==> config.mk <==
export PLATFORM = sky130hd
export DESIGN_NAME = mba_arbiter
export DESIGN_NICKNAME = d
export VERILOG_FILES = /design/src/include/mba_pkg.sv /design/src/mba_arbiter.sv /design/src/mba_sync.sv
export SDC_FILE = /design/constraint.sdc
export NUM_CORES = 1
export LEC_CHECK = 0
export ABC_AREA = 0
export BUFFER_PORTS_ARGS = -buffer_cell sky130_fd_sc_hd__buf_2
export CAP_MARGIN = 5
export CORE_MARGIN = 3
export CORE_UTILIZATION = 50
export DETAILED_ROUTE_END_ITERATION = 7
export GPL_TIMING_DRIVEN = 0
export PLACE_DENSITY = 0.76
export SLEW_MARGIN = 10
export SYNTH_ARGS = -nofsm -noshare
export SYNTH_HDL_FRONTEND = slang
export SYNTH_SLANG_ARGS = --single-unit
==> constraint.sdc <==
create_clock -name CLK_SYS_I -period 2.8 [get_ports CLK_SYS_I]
set_clock_uncertainty 0.2 [all_clocks]
set_input_delay 0.28 -clock CLK_SYS_I [delete_from_list [all_inputs] [get_ports CLK_SYS_I]]
set_output_delay 0.28 -clock CLK_SYS_I [all_outputs]
set_load 0.02 [all_outputs]
==> src/include/mba_pkg.sv <==
// Shared constants and types for the multi-master bus arbiter.
// Assumes a single system clock; every pin is sampled through mba_sync.
package mba_pkg;

    // ========================================================================
    // Processor status codes (active-low status lines, S2 S1 S0).
    // ========================================================================
    // Halt status: the only voluntary reason to give up the shared bus.
    localparam logic [2:0] STAT_HALT = 3'h3;
    // Passive or idle status: a transfer cycle has ended.
    localparam logic [2:0] STAT_IDLE = 3'h7;

    // ========================================================================
    // Layout of the synchronised pin vector.
    // ========================================================================
    localparam int SYNC_W = 9;
    localparam int SI_BCLK = 0;
    localparam int SI_PRIO_N = 1;
    localparam int SI_BUSY_N = 2;
    localparam int SI_CREQ_N = 3;
    localparam int SI_INIT_N = 4;
    localparam int SI_STRAP = 5;
    localparam int SI_STAT = 6;
    // Pins rest at their inactive level while reset holds the stages.
    localparam logic [SYNC_W-1:0] SYNC_RST = 9'h1DF;

    // ========================================================================
    // Arbitration state machine.
    // ========================================================================
    typedef enum logic [1:0]
    {
        ST_IDLE,
        ST_WAIT,
        ST_OWN
    } mba_state_t;

endpackage : mba_pkg

==> src/mba_arbiter.sv <==
// Multi-master bus arbiter: one processor onto a shared bus.
// Assumes the bus clock and all bus pins are asynchronous to CLK_SYS_I;
// open-drain lines are resolved outside from the output enables.
`timescale 1ns/10ps
module mba_arbiter
(
    input wire logic CLK_SYS_I,
    input wire logic RST_I,
    input wire logic BCLK_I,
    input wire logic INIT_N_I,
    input wire logic PRIORITY_IN_N_I,
    input wire logic BUSY_N_I,
    input wire logic COMMON_REQUEST_N_I,
    input wire logic ANY_REQUEST_STRAP_I,
    input wire logic [2:0] STATUS_N_I,
    output logic BUSY_N_O,
    output logic BUSY_N_OE_O,
    output logic COMMON_REQUEST_N_O,
    output logic COMMON_REQUEST_N_OE_O,
    output logic BUS_REQUEST_N_O,
    output logic PRIORITY_OUT_N_O,
    output logic ADDRESS_ENABLE_N_O
);
    import mba_pkg::*;

    // ========================================================================
    // Input synchronisation.
    // ========================================================================
    logic [SYNC_W-1:0] pins_raw; // Raw pins gathered for the synchroniser.
    logic [SYNC_W-1:0] pins_s; // Synchronised copy of the pins.

    assign pins_raw = {STATUS_N_I, ANY_REQUEST_STRAP_I, INIT_N_I,
                       COMMON_REQUEST_N_I, BUSY_N_I, PRIORITY_IN_N_I, BCLK_I};

    mba_sync #(
        .W(SYNC_W),
        .RST_VAL(SYNC_RST)
    ) u_sync (
        .CLK_SYS_I(CLK_SYS_I),
        .RST_I(RST_I),
        .d_i(pins_raw),
        .q_o(pins_s)
    );

    // Named views of the synchronised pins.
    logic bclk_s;
    logic prio_n_s;
    logic busy_n_s;
    logic creq_n_s;
    logic init_n_s;
    logic strap_s;
    logic [2:0] stat_s;

    assign bclk_s = pins_s[SI_BCLK];
    assign prio_n_s = pins_s[SI_PRIO_N];
    assign busy_n_s = pins_s[SI_BUSY_N];
    assign creq_n_s = pins_s[SI_CREQ_N];
    assign init_n_s = pins_s[SI_INIT_N];
    assign strap_s = pins_s[SI_STRAP];
    assign stat_s = pins_s[SI_STAT +: 3];

    // ========================================================================
    // Bus clock edge detection.
    // ========================================================================
    logic bclk_prev_r; // Previous synchronised bus clock level.
    logic bclk_fall; // One-cycle enable on each falling bus clock edge.

    // Track the bus clock so its falling edges become enables.
    always_ff @(posedge CLK_SYS_I)
    begin
        if (RST_I)
            bclk_prev_r <= 1'b0;
        else
            bclk_prev_r <= bclk_s;
    end

    assign bclk_fall = bclk_prev_r & ~bclk_s;

    // ========================================================================
    // Processor status decode.
    // ========================================================================
    logic stat_halt; // Halt status seen on the status lines.
    logic stat_idle; // Idle status: the running transfer cycle has completed.
    logic proc_req; // Processor wants the shared bus: any active, non-halt status.
    logic kill; // Initialize held low on the shared bus.

    assign stat_halt = (stat_s == STAT_HALT);
    assign stat_idle = (stat_s == STAT_IDLE);
    assign proc_req = ~stat_halt & ~stat_idle;
    assign kill = ~init_n_s;

    // ========================================================================
    // Arbitration state machine.
    // ========================================================================
    mba_state_t state_r; // Current arbitration state.
    mba_state_t state_nxt; // Next state, settled before each clock edge.
    logic must_yield; // Surrender condition while holding the bus.

    // Yield at transfer end when a higher arbiter has priority, or when the
    // strap lets any requester on the common line force us off. Halt always
    // yields. An idle processor alone on the bus keeps it, which saves a
    // full re-arbitration for its next cycle.
    // Lost priority yields only once the transfer has ended.
    assign must_yield = stat_halt
                      | (stat_idle & (prio_n_s | (strap_s & ~creq_n_s)));

    // Next state; moves are taken only on falling bus clock edges.
    always_comb
    begin
        state_nxt = state_r;
        if (bclk_fall)
        begin
            unique case (state_r)
                // Waiting for the processor to start a bus cycle.
                ST_IDLE:
                begin
                    if (proc_req)
                        state_nxt = ST_WAIT;
                end
                // Requesting: need priority and a free busy line.
                ST_WAIT:
                begin
                    if (!prio_n_s && busy_n_s)
                    begin
                        state_nxt = ST_OWN;
                    end
                    else if (!proc_req)
                    begin
                        state_nxt = ST_IDLE;
                    end
                end
                // Holding the bus until forced off or halted.
                ST_OWN:
                begin
                    if (must_yield)
                        state_nxt = ST_IDLE;
                end
            endcase
        end
    end

    // State register; initialize drops ownership immediately.
    always_ff @(posedge CLK_SYS_I)
    begin
        if (RST_I || kill)
            state_r <= ST_IDLE;
        else
            state_r <= state_nxt;
    end

    // ========================================================================
    // Bus side outputs.
    // ========================================================================
    logic busy_out_r; // Busy line data; open-drain so only ever low when enabled.
    logic busy_oe_r; // Busy line pull-down enable.
    logic creq_out_r; // Common request data, constant low.
    logic creq_oe_r; // Common request pull-down enable.
    logic bus_request_n_n_r; // Bus request, active low.
    logic prio_out_n_r; // Priority passed down the chain, active low.
    logic aen_n_r; // Address enable to latches and bus controller, active low.

    // Busy drive follows ownership, so it changes only on falls or initialize.
    always_ff @(posedge CLK_SYS_I)
    begin
        if (RST_I || kill)
        begin
            busy_out_r <= 1'b0;
            busy_oe_r <= 1'b0;
        end
        else
        begin
            busy_out_r <= 1'b0;
            busy_oe_r <= (state_nxt == ST_OWN);
        end
    end

    // Common request is pulled only while we wait on an occupied bus.
    always_ff @(posedge CLK_SYS_I)
    begin
        if (RST_I || kill)
        begin
            creq_out_r <= 1'b0;
            creq_oe_r <= 1'b0;
        end
        else
        begin
            creq_out_r <= 1'b0;
            creq_oe_r <= (state_nxt == ST_WAIT) && !busy_n_s;
        end
    end

    // Request and priority-out; priority passes on only when idle.
    always_ff @(posedge CLK_SYS_I)
    begin
        if (RST_I || kill)
        begin
            bus_request_n_n_r <= 1'b1;
            prio_out_n_r <= 1'b1;
        end
        else
        begin
            bus_request_n_n_r <= (state_nxt == ST_IDLE);
            prio_out_n_r <= !((state_nxt == ST_IDLE) && !prio_n_s);
        end
    end

    // Address enable: drivers float unless we own the shared bus, which
    // stalls the processor in wait states until the bus is ours.
    always_ff @(posedge CLK_SYS_I)
    begin
        if (RST_I || kill)
            aen_n_r <= 1'b1;
        else
        begin
            aen_n_r <= (state_nxt != ST_OWN);
        end
    end

    assign BUSY_N_O = busy_out_r;
    assign BUSY_N_OE_O = busy_oe_r;
    assign COMMON_REQUEST_N_O = creq_out_r;
    assign COMMON_REQUEST_N_OE_O = creq_oe_r;
    assign BUS_REQUEST_N_O = bus_request_n_n_r;
    assign PRIORITY_OUT_N_O = prio_out_n_r;
    assign ADDRESS_ENABLE_N_O = aen_n_r;

    // ========================================================================
    // Assertions.
    // ========================================================================
    property p_busy_on_fall;
        @(posedge CLK_SYS_I) disable iff (RST_I)
        $changed(busy_oe_r) |-> $past(bclk_fall) || $past(kill);
    endproperty
    a_busy_on_fall: assert property (p_busy_on_fall)
        else $error("Busy drive changed off a bus clock fall.");
    property p_take_rules;
        @(posedge CLK_SYS_I) disable iff (RST_I)
        $rose(busy_oe_r) |-> $past(!prio_n_s && busy_n_s && bclk_fall);
    endproperty
    a_take_rules: assert property (p_take_rules)
        else $error("Bus taken without priority or while busy.");
    property p_aen_owner;
        @(posedge CLK_SYS_I) disable iff (RST_I)
        busy_oe_r |-> !aen_n_r ##1 (aen_n_r == !busy_oe_r);
    endproperty
    a_aen_owner: assert property (p_aen_owner)
        else $error("Address enable does not follow ownership.");
    property p_float_not_owner;
        @(posedge CLK_SYS_I) disable iff (RST_I)
        !busy_oe_r |-> aen_n_r;
    endproperty
    a_float_not_owner: assert property (p_float_not_owner)
        else $error("Drivers enabled without owning the bus.");
    property p_creq_not_owner;
        @(posedge CLK_SYS_I) disable iff (RST_I)
        creq_oe_r |-> !busy_oe_r && !bus_request_n_n_r;
    endproperty
    a_creq_not_owner: assert property (p_creq_not_owner)
        else $error("Owner or idle arbiter pulls common request.");
    property p_prio_pass;
        @(posedge CLK_SYS_I) disable iff (RST_I)
        !prio_out_n_r |-> $past(!prio_n_s) && bus_request_n_n_r && !busy_oe_r;
    endproperty
    a_prio_pass: assert property (p_prio_pass)
        else $error("Priority passed while requesting or owning.");
    property p_release_cause;
        @(posedge CLK_SYS_I) disable iff (RST_I)
        $fell(busy_oe_r) && !$past(kill) |-> $past(stat_halt || stat_idle);
    endproperty
    a_release_cause: assert property (p_release_cause)
        else $error("Bus released mid transfer without halt.");
    property p_init_clears;
        @(posedge CLK_SYS_I) disable iff (RST_I)
        kill |=> !busy_oe_r && bus_request_n_n_r && aen_n_r;
    endproperty
    a_init_clears: assert property (p_init_clears)
        else $error("Arbiter holds bus after initialize.");
    property p_keep_alone;
        @(posedge CLK_SYS_I) disable iff (RST_I)
        busy_oe_r && bclk_fall && !kill && !stat_halt && !prio_n_s && creq_n_s
            |=> busy_oe_r;
    endproperty
    a_keep_alone: assert property (p_keep_alone)
        else $error("Bus given up with no other requester.");

endmodule : mba_arbiter

==> src/mba_sync.sv <==
// Two-stage synchroniser for a vector of asynchronous inputs.
// Assumes each bit is an independent level; no bit relation is kept.
`timescale 1ns/10ps
module mba_sync #(
    parameter int W = 1,
    parameter logic [W-1:0] RST_VAL = '0
)
(
    input wire logic CLK_SYS_I,
    input wire logic RST_I,
    input wire logic [W-1:0] d_i,
    output logic [W-1:0] q_o
);

    // ========================================================================
    // Per-bit flip-flop pair.
    // ========================================================================
    genvar gi;
    generate
        for (gi = 0; gi < W; gi++)
        begin : g_bit
            // First stage; read only by the second stage.
            logic meta_r;
            // Second stage; the only value logic may look at.
            logic safe_r;
            // Both stages take the rest value on reset.
            always_ff @(posedge CLK_SYS_I)
            begin
                if (RST_I)
                begin
                    meta_r <= RST_VAL[gi];
                    safe_r <= RST_VAL[gi];
                end
                else
                begin
                    meta_r <= d_i[gi];
                    safe_r <= meta_r;
                end
            end
            assign q_o[gi] = safe_r;
        end
    endgenerate

endmodule : mba_sync

==> results.ini <==
[synthesis]
seq_area_frac_synth=0.565
synthesis.area_um2=921
synth.most_common_cell=dfxtp_1
synth.avg_cell_area_um2=11.0
async_flop_share=0
yosys-top-cells-count=26 x dfxtp_1, 16 x or2_2, 4 x nand2b_1, 4 x nor2b_1
synthCells=84
synthFlopType=dfxtp_1
synth_area_leader_cell=dfxtp_1
synth_top_area_frac=0.565
ys_types=31
synth_area_leaders=dfxtp_1 57%, or2_2 11%, ha_1 2.7%, nand2b_1 2.7%, nor2b_1 2.7%
synth_edf_count=0
yosys_warnings=0
ys_seq_elements=26

[cts]
root_buffer=clkbuf_4
hold_buffers=9
clock_sinks=26
cts_setup_buffers=0
cts_made_buffers=3
clock_latency_ns=0.30
cts_tree=built
cts_resized=0
cts.path.max_buffers=2
path_clk_slew_ns=0.13
cts-htree-levels=1

[floorplan]
rows=14
die_h_um=48.9
dieArea_um2=2390
start_util=0.571
core_area_um2=1610
pin_count=18
fp.dieW_um=48.9

[layout]
fillers=121
stdcell_area_um2=1160
fin_util=0.717
area_delta_synth_final_pct=25.5
nNetsFinal=127
drive_gt1_frac=0.381
n_antenna_cell=0
final_cells=137

[timing]
slew_violations=0
rsz0062_at_grt=false
period_share=0.694
finalSetupTns_ns=0
period_needed_ns=1.94
final-setup-viol-count=0
clock.fmax_mhz=515
hold_viol=0

[global_route]
grt_pass1_wl_um=2610
grt_pass1_vias=643
grt_usage=0.139
grt_max_degree=15
grt.overflow.total=0
grt_antenna_before_repair=0

[worst_setup_path]
cp_top_family=simple AND/OR/NAND/NOR gates
cp.arrival_ns=1.95
path_class=reg -> reg
slowest_stage=dfxtp_1
reg2reg_from=state_r[0]
cpPeakStageDelay_ns=0.36
cp-startpoint=state_r[0]
cp-start-kind=flop
required_ns=2.80
crit_path_cell_trace=inv_1 > ha_1 > and3_1 > o21ai_2 > and4_1 > nor4bb_1
crit_path_end_kind=flop
path_buf_inv=1
path_max_fanout=4

[pwr]
power.density_nw_per_um2=528
p_leak_nw=0.485
ir_worst_vdd_mv=0.380

[route]
wl_per_cell_um=10.2
num_vias=625
drtIter0Drc=8
wl_um=1400
route.detailed.drc=0
drtPass1Iterations=4
viasPerCell=4.56
postRouteAntennaNets=0

[place]
portBuffers=15
dp_cells=124
gp_congestion=0.833
place_area_um2=1030

[worst_hold_path]
min-delay-start=RST_I
hold_class=in -> reg

[run_status]
status=finished, final reports clean

[flow_run]
cap_violations=0

[cell usage in the layout, fill, tap and decap left out, drive strengths merged]
cell         instances
dfxtp               26
or2                 17
buf                 17
dlygate4sd3          9
clkbuf               6
nand2b               4
nor2b                4
inv                  3
nor2                 3
ha                   2
conb                 2
o211ai               2
o21ai                2
and2                 1
a21oi                1
nor3b                1
nand3                1
o211a                1
o31a                 1
and2b                1
nand2                1
nand4                1
nand4b               1
and3                 1
and4                 1
nor4bb               1
o22a                 1
a41oi                1
o21a                 1
[report_power, final]
group | switching [mW] | internal, mW | leakage (nW)
Clock | 0.0986 | 0.0793 | 0.0210
Sequential | 0.00467 | 0.383 | 0.214
Combinational | 0.0166 | 0.0279 | 0.249
[metrics by stage]
step	power, mW	setup WS (ns)	hold WS, ns
finish	0.610	0.858	0.179
floorplan	0.420	1.04	0.184
CTS	0.613	0.841	0.173
global route	0.643	0.711	0.192
detailed placement	0.431	0.867	0.193
global placement	0.430	0.929	0.191
[tightest hold or removal path, stage by stage]
cell      delay, ns
buf_2          0.08
nand2b_1       0.20
a41oi_2        0.08
[cell families (layout without fill, tap and decap cells)]
group / after synthesis / after routing / synth area share
AND/OR/NAND/NOR: 38 / 38 / 0.269
flip-flops: 26 / 26 / 0.565
AO/OA/AOI/OAI: 10 / 10 / 0.0978
buffers and inverters: 7 / 35 / 0.0367
adder cells (fa/ha/maj): 2 / 2 / 0.0272
other: 1 / 2 / 0.00407
[sequential cells by signal, summed over array words and instances (netlist names)]
signal / count
u_sync.g_bit.meta_r: 9
u_sync.g_bit.safe_r: 9
state_r: 2
ADDRESS_ENABLE_N_O: 1
BUSY_N_OE_O: 1
BUS_REQUEST_N_O: 1
COMMON_REQUEST_N_OE_O: 1
PRIORITY_OUT_N_O: 1
bclk_prev_r: 1
[area by class of cell]
cell class | instances | area [um^2] | share of cell area
Sequential cell | 26 | 520 | 0.450
Multi-Input combinational cell | 52 | 370 | 0.320
Timing Repair Buffer | 24 | 165 | 0.143
Clock buffer | 4 | 36.3 | 0.0314
Tap cell | 24 | 30.0 | 0.0260
Buffer | 4 | 22.5 | 0.0195
Inverter | 3 | 11.3 | 0.00974
[per-layer routing]
metal,share of wire,vias to the layer above,global-route usage
met5,0,-,0
met4,0,0,0.0427
li1,-,331,-
met3,0.041,0,0.0275
met1,0.42,281,0.146
met2,0.54,13,0.274
[final timing paths]
check | slack, ns | cells after the start | end
worst max-delay path | 0.86 | 6 | COMMON_REQUEST_N_OE_O
worst min-delay path | 0.18 | 3 | state_r[1]
worst max register to register | 0.86 | 6 | COMMON_REQUEST_N_OE_O
worst min register to register | 0.22 | 1 | u_sync.g_bit[2].safe_r
Power figures use the tool's default switching activity.
